`config.mk`:
```
export PLATFORM = sky130hd
export DESIGN_NAME = amp_control_register_bank
export DESIGN_NICKNAME = d
export VERILOG_FILES = /design/src/design/amp_pkg.sv /design/src/design/amp_regbus_if.sv /design/src/design/amp_sync.sv /design/src/design/amp_i2c_slave.sv /design/src/design/amp_control_register_bank.sv
export VERILOG_INCLUDE_DIRS = /design/src /design/src/design
export SDC_FILE = /design/constraint.sdc
export NUM_CORES = 1
export LEC_CHECK = 0
export BUFFER_PORTS_ARGS = -buffer_cell sky130_fd_sc_hd__buf_4
export CORE_MARGIN = 5
export CORE_UTILIZATION = 53
export CTS_CLUSTER_DIAMETER = 60
export CTS_CLUSTER_SIZE = 14
export DETAILED_ROUTE_END_ITERATION = 10
export HOLD_SLACK_MARGIN = 0.02
export PLACE_DENSITY = 0.76
export SLEW_MARGIN = 20
export SYNTH_ARGS = -nofsm -noshare
export SYNTH_HDL_FRONTEND = slang
export SYNTH_HIERARCHICAL = 1
export SYNTH_SLANG_ARGS = --single-unit
```
`constraint.sdc`:
```
create_clock -name CLK -period 2.51 [get_ports CLK]
set_input_delay 0.502 -clock CLK [delete_from_list [all_inputs] [get_ports CLK]]
set_output_delay 0.502 -clock CLK [all_outputs]
set_load 0.01 [all_outputs]
```
`src/design/amp_params.svh`:
```
// register offsets, reset values, field positions and bus addresses of the amp control bank
`ifndef AMP_PARAMS_SVH
`define AMP_PARAMS_SVH

// register offsets on the control bus
`define AMP_OFS_STATUS 8'h00
`define AMP_OFS_CFG1 8'h01
`define AMP_OFS_CFG2 8'h02
`define AMP_OFS_CFG3 8'h03
`define AMP_OFS_IDLE 8'h04
`define AMP_OFS_FMT 8'h05
`define AMP_OFS_RSVD 8'h18
`define AMP_OFS_VBAT 8'h19

// reset values
`define AMP_RST_CFG1 8'h22
`define AMP_RST_CFG2 8'hEF
`define AMP_RST_CFG3 8'h80
`define AMP_RST_IDLE 8'h00
`define AMP_RST_FMT 8'h00

// bits that hold state; all other bits read as zero
`define AMP_MASK_CFG1 8'h36
`define AMP_MASK_CFG2 8'hEF
`define AMP_MASK_IDLE 8'h04

// status fields
`define AMP_B_UNLOCK 5
`define AMP_B_OVERCUR 1
`define AMP_B_THERMAL 0

// clock source and power control fields
`define AMP_F_PLLSRC 5:4
`define AMP_B_MUTE 2
`define AMP_B_SHUTDOWN 1
`define AMP_B_SRESET 0

// block enable fields
`define AMP_B_AMPEN 7
`define AMP_B_BOOSTEN 6
`define AMP_B_APTEN 5
`define AMP_B_PLLEN 3
`define AMP_B_LIMEN 2
`define AMP_B_SENSEEN 1

// input path and rate fields
`define AMP_B_ANALOG 7
`define AMP_B_FRAMED 6
`define AMP_B_PDMIN 5
`define AMP_F_SOURCE 4:3
`define AMP_F_RATE 2:0

// serial idle and format fields
`define AMP_B_IDLEHIZ 2
`define AMP_B_FCLKDIR 7
`define AMP_B_BIT_CLOCK_DIRECTION 6
`define AMP_F_CPF 5:4
`define AMP_F_FORMAT 3:2
`define AMP_F_WLEN 1:0

// control bus device addresses, chosen by the address select pin
`define AMP_I2C_ADDR0 7'h40
`define AMP_I2C_ADDR1 7'h41
`define AMP_BITS_PER_BYTE 4'h8

`endif

```
`src/design/amp_pkg.sv`:
```
// types shared by the amp control bank modules
package amp_pkg;
   // control bus byte engine states
   typedef enum logic [2:0] {
      I2C_IDLE, I2C_DEV, I2C_ACK, I2C_WRITE, I2C_READ, I2C_MACK
   } amp_i2c_state_type;
   // pll reference sources
   typedef enum logic [1:0] {
      PLL_FROM_MASTER_CLK, PLL_FROM_BIT_CLK, PLL_FROM_SENSE_CLK, PLL_FROM_INT_OSC
   } amp_pll_reference_select_type;
endpackage

```
`src/design/amp_regbus_if.sv`:
```
// internal register access carrier between the bus engine and the register bank
`timescale 1ns/1ns
interface amp_regbus_if;
   logic wr; // one-cycle write strobe
   logic [7:0] waddr; // write offset
   logic [7:0] wdata; // write byte
   logic [7:0] raddr; // read offset
   logic [7:0] rdata; // read byte, combinational
   logic [6:0] dev_addr; // our bus address
   modport master (output wr, waddr, wdata, raddr, input rdata, dev_addr);
   modport bank (input wr, waddr, wdata, raddr, output rdata, dev_addr);
endinterface

```
`src/design/amp_sync.sv`:
```
// two flip-flop synchroniser for asynchronous levels
`timescale 1ns/1ns
module amp_sync #(
   parameter int W = 1
) (
   // clock and reset
   input wire logic clk,
   input wire logic resetn,
   // levels
   input wire logic [W-1:0] din,
   output logic [W-1:0] dout
);
   logic [W-1:0] meta_q; // first stage, read only by the second

   // both stages clear to zero
   always_ff @(posedge clk or negedge resetn) begin
      if (!resetn) begin
         meta_q <= '0;
         dout <= '0;
      end else begin
         meta_q <= din;
         dout <= meta_q;
      end
   end
endmodule

```
`src/design/amp_i2c_slave.sv`:
```
// control bus byte engine: addressing, register pointer, writes and reads
`timescale 1ns/1ns
`include "amp_params.svh"
module amp_i2c_slave (
   // clock and reset
   input wire logic clk,
   input wire logic resetn,
   // bus pins
   input wire logic scl,
   input wire logic sda_i,
   output logic sda_oe,
   // register access
   amp_regbus_if.master bus
);
   import amp_pkg::*;

   logic [1:0] s; // synchronised {scl, sda}
   logic [1:0] s_n; // synchronised inverted levels, reset value matches the idle-high bus
   logic scl_p_q, sda_p_q; // previous synchronised levels
   logic rise, fall, start, stop; // bus events
   amp_i2c_state_type st_q, st_d; // byte engine state
   logic [3:0] bits_q, bits_d; // bits in the current byte
   logic [7:0] sh_q, sh_d; // shift register
   logic [7:0] ptr_q, ptr_d; // register pointer
   logic first_q, first_d; // next written byte is the pointer
   logic rw_q, rw_d; // read transfer
   logic oe_q, oe_d; // pull data line low
   logic wr_q, wr_d; // write strobe
   logic [7:0] wa_q, wa_d, wd_q, wd_d; // write offset and byte

   // pins pass inverted so the cleared synchroniser reads idle-high, no false edge after reset
   amp_sync #(.W(2)) u_pins (.clk(clk), .resetn(resetn), .din(~{scl, sda_i}), .dout(s_n));
   assign s = ~s_n;

   assign rise = s[1] & ~scl_p_q;
   assign fall = ~s[1] & scl_p_q;
   assign start = s[1] & scl_p_q & sda_p_q & ~s[0];
   assign stop = s[1] & scl_p_q & ~sda_p_q & s[0];
   assign sda_oe = oe_q;
   assign bus.wr = wr_q;
   assign bus.waddr = wa_q;
   assign bus.wdata = wd_q;
   assign bus.raddr = ptr_q;

   // next state of the byte engine
   always_comb begin
      st_d = st_q; bits_d = bits_q; sh_d = sh_q; ptr_d = ptr_q;
      first_d = first_q; rw_d = rw_q; oe_d = oe_q;
      wr_d = 1'b0; wa_d = wa_q; wd_d = wd_q;
      if (start) begin
         st_d = I2C_DEV; bits_d = 4'h0; oe_d = 1'b0;
      end else if (stop) begin
         st_d = I2C_IDLE; oe_d = 1'b0;
      end else if (rise) begin
         case (st_q)
            I2C_DEV, I2C_WRITE: begin // sample a bit
               sh_d = {sh_q[6:0], s[0]};
               bits_d = bits_q + 4'h1;
            end
            I2C_MACK: if (s[0]) st_d = I2C_IDLE; // master ends the read
            default: ;
         endcase
      end else if (fall) begin
         case (st_q)
            I2C_DEV: if (bits_q == `AMP_BITS_PER_BYTE) begin
               if (sh_q[7:1] == bus.dev_addr) begin
                  st_d = I2C_ACK; oe_d = 1'b1; rw_d = sh_q[0]; first_d = 1'b1;
               end else begin
                  st_d = I2C_IDLE;
               end
            end
            I2C_WRITE: if (bits_q == `AMP_BITS_PER_BYTE) begin
               st_d = I2C_ACK; oe_d = 1'b1;
               if (first_q) begin // pointer byte
                  ptr_d = sh_q; first_d = 1'b0;
               end else begin // data byte, pointer advances
                  wr_d = 1'b1; wa_d = ptr_q; wd_d = sh_q; ptr_d = ptr_q + 8'h01;
               end
            end
            I2C_ACK, I2C_MACK: if (st_q == I2C_ACK && !rw_q) begin
               st_d = I2C_WRITE; oe_d = 1'b0; bits_d = 4'h0;
            end else begin // load and drive the next read byte
               st_d = I2C_READ; sh_d = bus.rdata; oe_d = ~bus.rdata[7];
               bits_d = 4'h1; ptr_d = ptr_q + 8'h01;
            end
            I2C_READ: if (bits_q == `AMP_BITS_PER_BYTE) begin
               st_d = I2C_MACK; oe_d = 1'b0;
            end else begin
               sh_d = {sh_q[6:0], 1'b0}; oe_d = ~sh_q[6]; bits_d = bits_q + 4'h1;
            end
            default: ;
         endcase
      end
   end

   // engine registers
   always_ff @(posedge clk or negedge resetn) begin
      if (!resetn) begin
         st_q <= I2C_IDLE; bits_q <= 4'h0; sh_q <= 8'h00; ptr_q <= 8'h00;
         first_q <= 1'b0; rw_q <= 1'b0; oe_q <= 1'b0; wr_q <= 1'b0;
         wa_q <= 8'h00; wd_q <= 8'h00; scl_p_q <= 1'b1; sda_p_q <= 1'b1;
      end else begin
         st_q <= st_d; bits_q <= bits_d; sh_q <= sh_d; ptr_q <= ptr_d;
         first_q <= first_d; rw_q <= rw_d; oe_q <= oe_d; wr_q <= wr_d;
         wa_q <= wa_d; wd_q <= wd_d; scl_p_q <= s[1]; sda_p_q <= s[0];
      end
   end

   // a foreign address byte is never acknowledged
   property p_foreign_addr;
      @(posedge clk) disable iff (!resetn)
      (fall && !start && !stop && st_q == I2C_DEV && bits_q == `AMP_BITS_PER_BYTE
       && sh_q[7:1] != bus.dev_addr) |=> (st_q == I2C_IDLE && !sda_oe);
   endproperty
   a_foreign_addr: assert property (p_foreign_addr) else $error("foreign address acked");
endmodule

```
`src/design/amp_control_register_bank.sv`:
```
// control and status register bank of the mono amplifier, reached over the control bus
`timescale 1ns/1ns
`include "amp_params.svh"
//
// Contract
// - fault bits latch; reads do not clear
// - status write clears latched fault bits
// - status bit 5 shows pll unlocked
// - bit 1 overcurrent, bit 0 thermal fault
// - bits 5-4 pick pll reference source
// - config 1 bit 2 mutes the amplifier
// - shutdown bit powers down all blocks
// - soft reset bit restores all reset values
// - config 2 holds per-block enables, default 1
// - config 3 bit 7 picks analog input
// - bit 6 picks framed sense output format
// - pdm input only with digital input
// - bits 4-3 choose modulator input source
// - bits 2-0 choose the frame rate
// - idle serial out: hi-z or low
// - bits 7/6 set frame/bit clock direction
// - bits 5-4 set clocks per frame
// - bits 3-2 set serial framing format
// - bits 1-0 set sample word length
// - bus address 0x40 or 0x41 by pin
module amp_control_register_bank (
   // clock and reset
   input wire logic CLK,
   input wire logic RESETN,
   // control bus pins
   input wire logic SCL,
   input wire logic SDA_I,
   output logic SDA_O,
   output logic SDA_OE,
   input wire logic ADDR_SEL,
   // analog condition levels, asynchronous
   input wire logic PLL_LOCKED,
   input wire logic AMP_OVERCURRENT,
   input wire logic OVER_TEMPERATURE,
   // battery reading from the sense logic, same clock
   input wire logic [7:0] BATTERY_READING,
   // serial data output path, same clock
   input wire logic SERIAL_TX_ACTIVE,
   input wire logic SERIAL_TX_BIT,
   output logic SDOUT_O,
   output logic SDOUT_OE,
   // power and clocking controls
   output logic POWER_DOWN,
   output logic AMP_MUTE,
   output amp_pkg::amp_pll_reference_select_type PLL_REF_SELECT,
   // block enables
   output logic AMP_STAGE_ENABLE,
   output logic BOOST_ENABLE,
   output logic AUTO_PASSTHROUGH_ENABLE,
   output logic PLL_ENABLE,
   output logic GAIN_LIMITER_ENABLE,
   output logic LOAD_SENSE_ENABLE,
   // input path and rate
   output logic ANALOG_INPUT_SELECT,
   output logic SENSE_OUT_FRAMED,
   output logic PULSE_DENSITY_INPUT_SELECT,
   output logic [1:0] INPUT_SOURCE_SELECT,
   output logic [2:0] FRAME_RATE_SELECT,
   // serial port format
   output logic FRAME_CLOCK_DIRECTION,
   output logic BIT_CLOCK_DIRECTION,
   output logic [1:0] BIT_CLOCKS_PER_FRAME,
   output logic [1:0] SERIAL_FRAMING_FORMAT,
   output logic [1:0] SAMPLE_WORD_LENGTH
);
   import amp_pkg::*;

   amp_regbus_if bus (); // register access from the bus engine

   logic [3:0] sync_w; // synchronised {locked, overcurrent, thermal, addr pin}
   logic pll_locked_s; // pll lock level
   logic ovc_s; // overcurrent level
   logic therm_s; // thermal level
   logic addr_sel_s; // address select level

   logic [1:0] status_q, status_d; // latched {overcurrent, thermal}
   logic [7:0] cfg1_q, cfg1_d; // clock source and power control
   logic [7:0] cfg2_q, cfg2_d; // block enables
   logic [7:0] cfg3_q, cfg3_d; // input path and rate
   logic [7:0] idle_q, idle_d; // serial out idle control
   logic [7:0] fmt_q, fmt_d; // serial port format
   logic srst_q, srst_d; // soft reset pending
   logic sdout_o_q, sdout_o_d; // serial data pin level
   logic sdout_oe_q, sdout_oe_d; // serial data pin drive
   logic shut; // software shutdown active
   logic wr_status, wr_cfg1; // decoded writes used more than once

   // true for a write strobe at the given offset
   function automatic logic hit(input logic wr, input logic [7:0] a, input logic [7:0] ofs);
      hit = wr && (a == ofs);
   endfunction

   // external levels pass two flip-flops first
   amp_sync #(.W(4)) u_sync (
      .clk(CLK),
      .resetn(RESETN),
      .din({PLL_LOCKED, AMP_OVERCURRENT, OVER_TEMPERATURE, ADDR_SEL}),
      .dout(sync_w)
   );
   assign pll_locked_s = sync_w[3];
   assign ovc_s = sync_w[2];
   assign therm_s = sync_w[1];
   assign addr_sel_s = sync_w[0];

   // bus engine; the data line is open drain so only its enable moves
   amp_i2c_slave u_i2c (
      .clk(CLK),
      .resetn(RESETN),
      .scl(SCL),
      .sda_i(SDA_I),
      .sda_oe(SDA_OE),
      .bus(bus.master)
   );
   assign SDA_O = 1'b0;

   // our bus address follows the select pin
   assign bus.dev_addr = addr_sel_s ? `AMP_I2C_ADDR1 : `AMP_I2C_ADDR0;

   assign wr_status = hit(bus.wr, bus.waddr, `AMP_OFS_STATUS);
   assign wr_cfg1 = hit(bus.wr, bus.waddr, `AMP_OFS_CFG1);

   // next register values
   always_comb begin
      status_d = status_q;
      cfg1_d = cfg1_q;
      cfg2_d = cfg2_q;
      cfg3_d = cfg3_q;
      idle_d = idle_q;
      fmt_d = fmt_q;
      srst_d = 1'b0;
      if (srst_q) begin
         // soft reset returns every register to its reset value
         status_d = 2'h0;
         cfg1_d = `AMP_RST_CFG1;
         cfg2_d = `AMP_RST_CFG2;
         cfg3_d = `AMP_RST_CFG3;
         idle_d = `AMP_RST_IDLE;
         fmt_d = `AMP_RST_FMT;
      end else begin
         // any write to status clears the latched faults
         if (wr_status) begin
            status_d = 2'h0;
         end
         // faults latch; a live fault wins over a clear in the same cycle
         status_d = status_d | {ovc_s, therm_s};
         if (wr_cfg1) begin
            cfg1_d = bus.wdata & `AMP_MASK_CFG1;
            srst_d = bus.wdata[`AMP_B_SRESET];
         end
         if (hit(bus.wr, bus.waddr, `AMP_OFS_CFG2)) begin
            cfg2_d = bus.wdata & `AMP_MASK_CFG2;
         end
         if (hit(bus.wr, bus.waddr, `AMP_OFS_CFG3)) begin
            cfg3_d = bus.wdata;
         end
         if (hit(bus.wr, bus.waddr, `AMP_OFS_IDLE)) begin
            idle_d = bus.wdata & `AMP_MASK_IDLE;
         end
         if (hit(bus.wr, bus.waddr, `AMP_OFS_FMT)) begin
            fmt_d = bus.wdata;
         end
      end
   end

   // register file
   always_ff @(posedge CLK or negedge RESETN) begin
      if (!RESETN) begin
         status_q <= 2'h0;
         cfg1_q <= `AMP_RST_CFG1;
         cfg2_q <= `AMP_RST_CFG2;
         cfg3_q <= `AMP_RST_CFG3;
         idle_q <= `AMP_RST_IDLE;
         fmt_q <= `AMP_RST_FMT;
         srst_q <= 1'b0;
      end else begin
         status_q <= status_d;
         cfg1_q <= cfg1_d;
         cfg2_q <= cfg2_d;
         cfg3_q <= cfg3_d;
         idle_q <= idle_d;
         fmt_q <= fmt_d;
         srst_q <= srst_d;
      end
   end

   // read data; reads have no side effect
   always_comb begin
      case (bus.raddr)
         `AMP_OFS_STATUS: begin
            bus.rdata = 8'h00;
            bus.rdata[`AMP_B_UNLOCK] = ~pll_locked_s;
            bus.rdata[`AMP_B_OVERCUR] = status_q[1];
            bus.rdata[`AMP_B_THERMAL] = status_q[0];
         end
         `AMP_OFS_CFG1: bus.rdata = cfg1_q; // soft reset bit reads zero
         `AMP_OFS_CFG2: bus.rdata = cfg2_q;
         `AMP_OFS_CFG3: bus.rdata = cfg3_q;
         `AMP_OFS_IDLE: bus.rdata = idle_q;
         `AMP_OFS_FMT: bus.rdata = fmt_q;
         `AMP_OFS_VBAT: bus.rdata = BATTERY_READING;
         default: bus.rdata = 8'h00; // reserved and unmapped offsets
      endcase
   end

   // serial data pin: data while sending, else low or released
   always_comb begin
      if (SERIAL_TX_ACTIVE) begin
         sdout_o_d = SERIAL_TX_BIT;
         sdout_oe_d = 1'b1;
      end else begin
         sdout_o_d = 1'b0;
         sdout_oe_d = ~idle_q[`AMP_B_IDLEHIZ];
      end
   end

   // serial data pin registers
   always_ff @(posedge CLK or negedge RESETN) begin
      if (!RESETN) begin
         sdout_o_q <= 1'b0;
         sdout_oe_q <= 1'b0;
      end else begin
         sdout_o_q <= sdout_o_d;
         sdout_oe_q <= sdout_oe_d;
      end
   end
   assign SDOUT_O = sdout_o_q;
   assign SDOUT_OE = sdout_oe_q;

   // shutdown forces every block off
   assign shut = cfg1_q[`AMP_B_SHUTDOWN];
   assign POWER_DOWN = shut;
   assign AMP_MUTE = cfg1_q[`AMP_B_MUTE];
   assign PLL_REF_SELECT = amp_pll_reference_select_type'(cfg1_q[`AMP_F_PLLSRC]);
   assign AMP_STAGE_ENABLE = cfg2_q[`AMP_B_AMPEN] & ~shut;
   assign BOOST_ENABLE = cfg2_q[`AMP_B_BOOSTEN] & ~shut;
   assign AUTO_PASSTHROUGH_ENABLE = cfg2_q[`AMP_B_APTEN] & ~shut;
   assign PLL_ENABLE = cfg2_q[`AMP_B_PLLEN] & ~shut;
   assign GAIN_LIMITER_ENABLE = cfg2_q[`AMP_B_LIMEN] & ~shut;
   assign LOAD_SENSE_ENABLE = cfg2_q[`AMP_B_SENSEEN] & ~shut;

   // input path: pdm input counts only with digital input selected
   assign ANALOG_INPUT_SELECT = cfg3_q[`AMP_B_ANALOG];
   assign SENSE_OUT_FRAMED = cfg3_q[`AMP_B_FRAMED];
   assign PULSE_DENSITY_INPUT_SELECT = cfg3_q[`AMP_B_PDMIN] & ~cfg3_q[`AMP_B_ANALOG];
   assign INPUT_SOURCE_SELECT = cfg3_q[`AMP_F_SOURCE];
   assign FRAME_RATE_SELECT = cfg3_q[`AMP_F_RATE];

   // serial port format fields
   assign FRAME_CLOCK_DIRECTION = fmt_q[`AMP_B_FCLKDIR];
   assign BIT_CLOCK_DIRECTION = fmt_q[`AMP_B_BIT_CLOCK_DIRECTION];
   assign BIT_CLOCKS_PER_FRAME = fmt_q[`AMP_F_CPF];
   assign SERIAL_FRAMING_FORMAT = fmt_q[`AMP_F_FORMAT];
   assign SAMPLE_WORD_LENGTH = fmt_q[`AMP_F_WLEN];

   // a live fault is latched one edge later
   property p_fault_latch;
      @(posedge CLK) disable iff (!RESETN)
      (ovc_s && !srst_q) |=> status_q[1];
   endproperty
   a_fault_latch: assert property (p_fault_latch) else $error("fault not latched");

   // a latched fault stays until a status write or soft reset
   property p_fault_hold;
      @(posedge CLK) disable iff (!RESETN)
      (status_q[0] && !wr_status && !srst_q) |=> status_q[0];
   endproperty
   a_fault_hold: assert property (p_fault_hold) else $error("fault lost without write");

   // a status write clears a fault that has gone away
   property p_fault_clear;
      @(posedge CLK) disable iff (!RESETN)
      (wr_status && !therm_s && !srst_q) |=> !status_q[0];
   endproperty
   a_fault_clear: assert property (p_fault_clear) else $error("fault not cleared");

   // a persistent fault survives a clear written while it is present
   property p_fault_reassert;
      @(posedge CLK) disable iff (!RESETN)
      (wr_status && ovc_s && !srst_q) |=> status_q[1];
   endproperty
   a_fault_reassert: assert property (p_fault_reassert) else $error("fault dropped");

   // unlock bit reads the inverse of lock
   property p_unlock_read;
      @(posedge CLK) disable iff (!RESETN)
      (bus.raddr == `AMP_OFS_STATUS) |-> (bus.rdata[`AMP_B_UNLOCK] != pll_locked_s);
   endproperty
   a_unlock_read: assert property (p_unlock_read) else $error("unlock bit wrong");

   // shutdown holds the amp stage, boost, pll and load sense enables low
   property p_shutdown;
      @(posedge CLK) disable iff (!RESETN)
      POWER_DOWN |-> !(AMP_STAGE_ENABLE || BOOST_ENABLE || PLL_ENABLE || LOAD_SENSE_ENABLE);
   endproperty
   a_shutdown: assert property (p_shutdown) else $error("block on in shutdown");

   // soft reset restores reset values two edges after the write
   property p_soft_reset;
      @(posedge CLK) disable iff (!RESETN)
      (wr_cfg1 && bus.wdata[`AMP_B_SRESET] && !srst_q) |=> srst_q ##1
      (cfg1_q == `AMP_RST_CFG1 && cfg2_q == `AMP_RST_CFG2 && fmt_q == `AMP_RST_FMT);
   endproperty
   a_soft_reset: assert property (p_soft_reset) else $error("soft reset incomplete");

   // pdm input never selected with analog input
   property p_pdm_gate;
      @(posedge CLK) disable iff (!RESETN)
      ANALOG_INPUT_SELECT |-> !PULSE_DENSITY_INPUT_SELECT;
   endproperty
   a_pdm_gate: assert property (p_pdm_gate) else $error("pdm with analog input");

   // idle serial output released when hi-z is chosen
   property p_idle_hiz;
      @(posedge CLK) disable iff (!RESETN)
      (!SERIAL_TX_ACTIVE && idle_q[`AMP_B_IDLEHIZ]) |=> !SDOUT_OE;
   endproperty
   a_idle_hiz: assert property (p_idle_hiz) else $error("idle out not released");

   // idle serial output driven low otherwise
   property p_idle_low;
      @(posedge CLK) disable iff (!RESETN)
      (!SERIAL_TX_ACTIVE && !idle_q[`AMP_B_IDLEHIZ]) |=> (SDOUT_OE && !SDOUT_O);
   endproperty
   a_idle_low: assert property (p_idle_low) else $error("idle out not low");

   // a format write lands on the format outputs
   property p_fmt_store;
      @(posedge CLK) disable iff (!RESETN)
      (hit(bus.wr, bus.waddr, `AMP_OFS_FMT) && !srst_q) |=>
      ({FRAME_CLOCK_DIRECTION, BIT_CLOCK_DIRECTION, BIT_CLOCKS_PER_FRAME,
        SERIAL_FRAMING_FORMAT, SAMPLE_WORD_LENGTH} == $past(bus.wdata));
   endproperty
   a_fmt_store: assert property (p_fmt_store) else $error("format not stored");

   // main scenarios
   c_fault: cover property (@(posedge CLK) disable iff (!RESETN) $rose(status_q[1]));
   c_clear: cover property (@(posedge CLK) disable iff (!RESETN) wr_status ##1 !status_q[0]);
   c_srst: cover property (@(posedge CLK) disable iff (!RESETN) srst_q);
   c_wake: cover property (@(posedge CLK) disable iff (!RESETN) $fell(POWER_DOWN));
endmodule

```
==> results of run 1 <==
[sequential cells by signal, summed over array words and instances, names as in the netlist, 2 cells and up]
name,flops
cfg1_q,4
u_i2c/bus.wdata,8
u_sync/meta_q,4
status_q,2
u_sync/dout,4
fmt_q,8
u_i2c/u_pins/dout,2
u_i2c/bus.waddr,8
u_i2c/bits_q,4
u_i2c/sh_q,8
u_i2c/st_q,3
u_i2c/bus.raddr,8
u_i2c/u_pins/meta_q,2
cfg3_q,8
cfg2_q,7
[layer usage]
layer  global-route usage, %  vias to the layer above
li1                        -                     1730
met2                   30.53                      102
met4                   7.945                        0
met3                   4.192                       29
met1                   28.03                     1783
met5                       0                        -
[worst max-delay path: stages, from the launching register on]
cell and delay [ns]:
dfrtp_1 0.36, inv_1 0.08, ha_1 0.24, and2_1 0.25, or3_4 0.44, or3_1 0.31
buf_4 0.23, mux2_4 0.31
[through the flow]
step                power [mW]  std cells  util, %  hold WS, ns
floorplan                2.004        465        -       0.2064
global placement         2.160        605    59.86       0.3317
detailed placement       2.184        605    59.86       0.3347
CTS                      3.170        621    62.07       0.1815
global route             3.315        621    62.07       0.2022
finish                   3.155        621    62.07       0.1617
[placed cells by master, fill, tap and decap left out, drive strengths merged, types with 6 or more instances in the layout]
| cell type | Yosys | final |
|---|---|---|
| nor2 | 42 | 42 |
| o22a | 6 | 6 |
| nor3b | 7 | 7 |
| nand3 | 10 | 10 |
| conb | 2 | 7 |
| dfrtp | 78 | 78 |
| dfstp | 12 | 12 |
| clkbuf | 15 | 10 |
| nor4 | 6 | 6 |
| mux2i | 26 | 26 |
| buf | 15 | 62 |
| nand2 | 37 | 37 |
| nor3 | 28 | 28 |
| nand2b | 6 | 6 |
| inv | 14 | 15 |
| xor2 | 7 | 7 |
| nor2b | 11 | 11 |
| ha | 6 | 6 |
| or3 | 7 | 7 |
| mux2 | 28 | 28 |
| a21oi | 20 | 20 |
| o21ai | 12 | 12 |
[power groups by stage]
| stage | sequential, mW | clock (mW) | combinational, mW |
|---|---|---|---|
| finish | 1.69 | 0.993 | 0.474 |
| global route | 1.71 | 1.07 | 0.530 |
| CTS | 1.69 | 1.01 | 0.475 |
| detailed placement | 1.72 | 0 | 0.468 |
| global placement | 1.71 | 0 | 0.451 |
| floorplan | 1.65 | 0 | 0.352 |
[final timing paths]
check / to / start / cells after the start / slack, ns
min in group CLK: u_sync/meta_q[3] / PLL_LOCKED / 1 / 0.24
min: u_sync/meta_q[2] / RESETN / 1 / 0.16
max in group asynchronous: cfg3_q[7] / RESETN / 2 / 1.64
max reg2reg: u_i2c/bus.waddr[7] / u_i2c/u_pins/dout[1] / 7 / 0.18
max: u_i2c/bus.waddr[7] / u_i2c/u_pins/dout[1] / 7 / 0.18
min reg2reg: u_sync/dout[1] / u_sync/meta_q[1] / 0 / 0.35
[cell type report]
class | count | area (um^2)
timing repair buffer | 62 | 478.0
sequential | 90 | 2267
multi-input combinational | 331 | 2287
clock inverter | 6 | 65.06
fill | 725 | 3308
clock buffer | 10 | 127.6
tap | 108 | 135.1
inverter | 14 | 52.55
[cells by family after synthesis]
family,after synthesis
adders and majority gates,6
AOI/OAI and AO/OA,75
xor gates and xnor gates,8
muxes,54
and+or+nand+nor,181
other,2
DFF,90
buffers and inverters,44
==> results_dict.tcl, run 1 <==
set metrics [dict create \
    cp-start-kind "flop" \
    numCtsBuffers 9 \
    clk_pin_slew_ns 0.09 \
    cts_max_level 3 \
    power_density_nw_per_um2 582.9 \
    path_class "reg -> reg" \
    period_share_pct 92.94 \
    fin_skew_ns 0.007819 \
    synth-simple-area-share_pct 20.99 \
    cts-resized-gates 0 \
    grt_pass1_vias 3601 \
    viasPerCell 5.868 \
    dr_wl_met2_um 5022 \
    hold_viol 0 \
    grt_overflow 0 \
    syn_inst 460 \
    yosysTopAreaCell "dfrtp_1" \
    grt_max_degree 50 \
    diodes 0 \
    routed_wl_um 10680 \
    postCtsHoldBufs 0 \
    io_buffers 46 \
    combPwrFrac_pct 15.0 \
    root_buffer "clkbuf_8" \
    setup_violations 0 \
    first_pass_iters 5 \
    synth-edff-count 0 \
    wl_met1_um 4811 \
    clock_sinks 90 \
    synth.distinct_cells 64 \
    crit_path_max_fanout 17 \
    synth_compound_gate_area_share_pct 10.64 \
    met3_length_um 571 \
    cts.path.max_buffers 2 \
    syn_area_per_cell_um2 10.35 \
    grt.total_usage_pct 20.02 \
    routed.top_layer "met4" \
    place_ws_ns 0.1985 \
    drtIter0Drc 208 \
    post_dp_cell_area_um2 5220 \
    status "finished, final reports clean" \
    drive_above_1_share_pct 25.54 \
    ys_seq_area_share_pct 47.61 \
    synth_top_family_by_area "simple AND/OR/NAND/NOR gates" \
    netlist_top_cells_area "dfrtp_1, dfstp_2, mux2i_1, mux2_2, nor2_1" \
    worstSkewPairLatency_ns 0.36 \
    hpwlAfterDp_um 7703 \
    start_util_pct 54.61 \
    crit_arrival_ns 2.58 \
    cap_violations 0 \
    postCtsSetupRepairBufs 0 \
    die_h_um 104.8 \
    ant_nets 0 \
    synth_top_flop_cell "dfrtp_1" \
    swShare_pct 29.35 \
    ys_ff_latch 90 \
    min_period_ns 2.333 \
    row_count 34 \
    coreArea_um2 8721 \
    drc 0 \
    synth_top_area_share_pct 40.99 \
    synthXorXnorAreaFrac_pct 1.471 \
    io_pins 48 \
    final_nets 532 \
    switchingPower_mw 0.9260 \
    fmax_mhz 428.7 \
    grt_pass1_wl_um 18160 \
    yosys-top-cells-count "dfrtp_1, nor2_1, nand2_1" \
    endpoint_kind "flop" \
    pwr-share-seq_pct 53.5 \
    required_ns 2.76 \
    cts_tree "done" \
    stdcell_area_um2 5413 \
    wl_per_cell_um 17.19 \
    clkPwrFrac_pct 31.5 \
    gp_congestion 0.8967 \
    hold_path_class "in -> async" \
    async_flop_share_pct 100.0 \
    power.internal_mw 2.229 \
    p_leak_nw 2.615 \
    fin_tns_setup_ns 0 \
    setup_slack_ns 0.1773 \
    die_area_um2 10980 \
    yosysMostFrequentCell "dfrtp_1" \
    antenna_found_initial 0 \
    tightest_slew_ns 0.6609 \
    vdd_ir_drop_max_uv 332.1 \
    yosys_warnings 6 \
    netlist_area_um2 4762 \
    drv_slew 0 \
    synth_fa_ha_area_share_pct 1.576 \
    area_growth_syn_to_layout_pct 13.66 \
    synthMuxAreaShare_pct 12.80 \
    die_w_um 104.8 \
    timing.slew.headroom_pct 55.67 \
    rsz0062_at_grt "false" \
    via_count 3644 \
]
(Power assumes the default switching activity.)
==> run 2, diff against run 1 <==
--- a/config.mk
+++ b/config.mk
@@ -6,12 +6,13 @@
 export SDC_FILE = /design/constraint.sdc
 export NUM_CORES = 1
 export LEC_CHECK = 0
+export ABC_CLOCK_PERIOD_IN_PS = 2510
 export BUFFER_PORTS_ARGS = -buffer_cell sky130_fd_sc_hd__buf_4
 export CORE_MARGIN = 5
 export CORE_UTILIZATION = 53
 export CTS_CLUSTER_DIAMETER = 60
-export CTS_CLUSTER_SIZE = 14
 export DETAILED_ROUTE_END_ITERATION = 10
+export GPL_TIMING_DRIVEN = 0
 export HOLD_SLACK_MARGIN = 0.02
 export PLACE_DENSITY = 0.76
 export SLEW_MARGIN = 20
==> run 2 against run 1 <==
  * Hold slack better by 0.034 ns
  * Final cell count is 2.3% higher
  * Clock skew is 0.014 ns higher
  * Wire length is 3.9% higher
  * Die area stayed put
  * Clock power is 5.7% lower
  * Register-to-register slack worse by 0.08 ns
  * Highest routed layer unchanged
==> results_dict.tcl, run 2 (same netlist as run 1, synthesis figures left out) <==
set metrics [dict create \
    antenna_found_initial 0 \
    die_w_um 104.8 \
    power.internal_mw 2.150 \
    io_pins 48 \
    die_area_um2 10980 \
    endpoint_kind "flop" \
    hpwlAfterDp_um 8033 \
    via_count 3701 \
    row_count 34 \
    coreArea_um2 8721 \
    dp_cells 619 \
    ant_nets 0 \
    setup_violations 0 \
    grt_max_degree 91 \
    stdcell_area_um2 5468 \
    gp_congestion 0.8684 \
    grt_pass1_wl_um 18390 \
    vdd_ir_drop_max_uv 347.2 \
    drv_slew 0 \
    place_ws_ns 0.01247 \
    path_class "reg -> reg" \
    timing.slew.headroom_pct 43.74 \
    cts.path.max_buffers 2 \
    critPathMaxStageDelay_ns 0.56 \
    final_cell_mix "dfrtp_1, buf_4, nor2_1, nand2_1, mux2i_1" \
    clk_pin_slew_ns 0.09 \
    viasPerCell 5.828 \
    min_period_ns 2.414 \
    grt_pass1_vias 3633 \
    cp-start-kind "flop" \
    path_common_cell "buf_6" \
    finalPower_mw 3.121 \
    power_density_nw_per_um2 570.8 \
    required_ns 2.76 \
    root_buffer "clkbuf_8" \
    io_buffers 46 \
    combPwrFrac_pct 16.4 \
    start_util_pct 54.61 \
    tightest_slew_ns 0.8361 \
    hold_viol 0 \
    cap_violations 0 \
    drive_above_1_share_pct 25.24 \
    fmax_mhz 414.3 \
    crit_chain "xnor2_1 > and2_1 > buf_6 > or3_4 > or3_1 > buf_6 > buf_12 > mux2_4" \
    worstSkewPairLatency_ns 0.38 \
    clock_sinks 90 \
    status "finished, final reports clean" \
    switchingPower_mw 0.9707 \
    cts_max_level 3 \
    postCtsHoldBufs 0 \
    p_leak_nw 2.624 \
    diodes 0 \
    fin_skew_ns 0.02140 \
    period_share_pct 96.16 \
    clkPwrFrac_pct 30.0 \
    final_cells 635 \
    crit_path_max_fanout 10 \
    grt_overflow 0 \
    routed_wl_um 11100 \
    crit_arrival_ns 2.67 \
    pwr-share-seq_pct 53.6 \
    grt.total_usage_pct 20.38 \
    cts_tree "done" \
    hold_path_class "in -> async" \
    swShare_pct 31.10 \
    drtIter0Drc 223 \
    drc 0 \
    area_growth_syn_to_layout_pct 14.82 \
    numCtsBuffers 9 \
    first_pass_iters 4 \
    critPathSlowestCell "dfstp_2" \
    final_nets 546 \
    setup_slack_ns 0.09634 \
    post_dp_cell_area_um2 5261 \
    final_common_cell "dfrtp_1" \
    die_h_um 104.8 \
    wl_per_cell_um 17.47 \
]
==> run 2: layer usage <==
layer	share of wire (%)	vias up	track usage, %
met5	0	-	0
met4	1.9	0	7.032
met3	4.9	19	3.083
met2	49	108	33.05
met1	44	1811	28.01
li1	-	1763	-
==> run 2: layout make-up <==
type                    instances  area, um^2
well taps                     108       135.1
inverters                      14       52.55
fillers                       699        3253
plain buffers                  29       172.7
repair buffers                 47       356.6
clock buffers                  10       127.6
clock inverters                 6       51.30
multi-input cells             331        2305
flip-flops and latches         90        2267
==> run 2: final timing paths <==
| path | start | to | slack [ns] | cells past startpoint |
|---|---|---|---|---|
| max in group asynchronous | RESETN | u_i2c/sh_q[5] | 1.77 | 1 |
| worst max-delay path | u_i2c/sda_p_q | u_i2c/bus.wdata[0] | 0.1 | 8 |
| worst min-delay path | RESETN | u_i2c/bus.raddr[6] | 0.20 | 1 |
| worst min register to register | u_i2c/u_pins/meta_q[0] | u_i2c/u_pins/dout[0] | 0.36 | 0 |
| min in group CLK | OVER_TEMPERATURE | u_sync/meta_q[1] | 0.22 | 1 |
| worst max register to register | u_i2c/sda_p_q | u_i2c/bus.wdata[0] | 0.1 | 8 |
==> run 2: per-stage QoR <==
| step | hold WS (ns) | utilization (%) | TNS, ns |
|---|---|---|---|
| floorplan | 0.2064 | - | 0 |
| global placement | 0.3323 | 60.33 | 0 |
| detailed placement | 0.3363 | 60.33 | 0 |
| CTS | 0.2198 | 62.47 | 0 |
| global route | 0.2141 | 62.70 | -0.006109 |
| finish | 0.1962 | 62.70 | 0 |
==> run 2: repair_timing <==
| action | 4_1_cts | 5_1_grt |
|---|---|---|
| gates resized for setup | 1 | 6 |
| setup endpoints to repair | 5 | 19 |
| pin swaps | 0 | 0 |
| buffers inserted | 0 | 1 |
==> run 2: power by group through the flow <==
stage	logic, mW	registers (mW)	clock network, mW
2_1_floorplan	0.352	1.65	0
3_3_place_gp	0.474	1.69	0
3_5_place_dp	0.487	1.70	0
4_1_cts	0.492	1.67	0.948
5_1_grt	0.572	1.69	0.999
6_report	0.512	1.67	0.936
==> run 2: worst max-delay path, delay by kind of cell, from the launching register on <==
family / cells / cell delay (ns)
xor+xnor: 1 / 0.09
buf+inv: 3 / 0.44
flops: 1 / 0.56
mux: 1 / 0.30
simple gates: 3 / 0.92
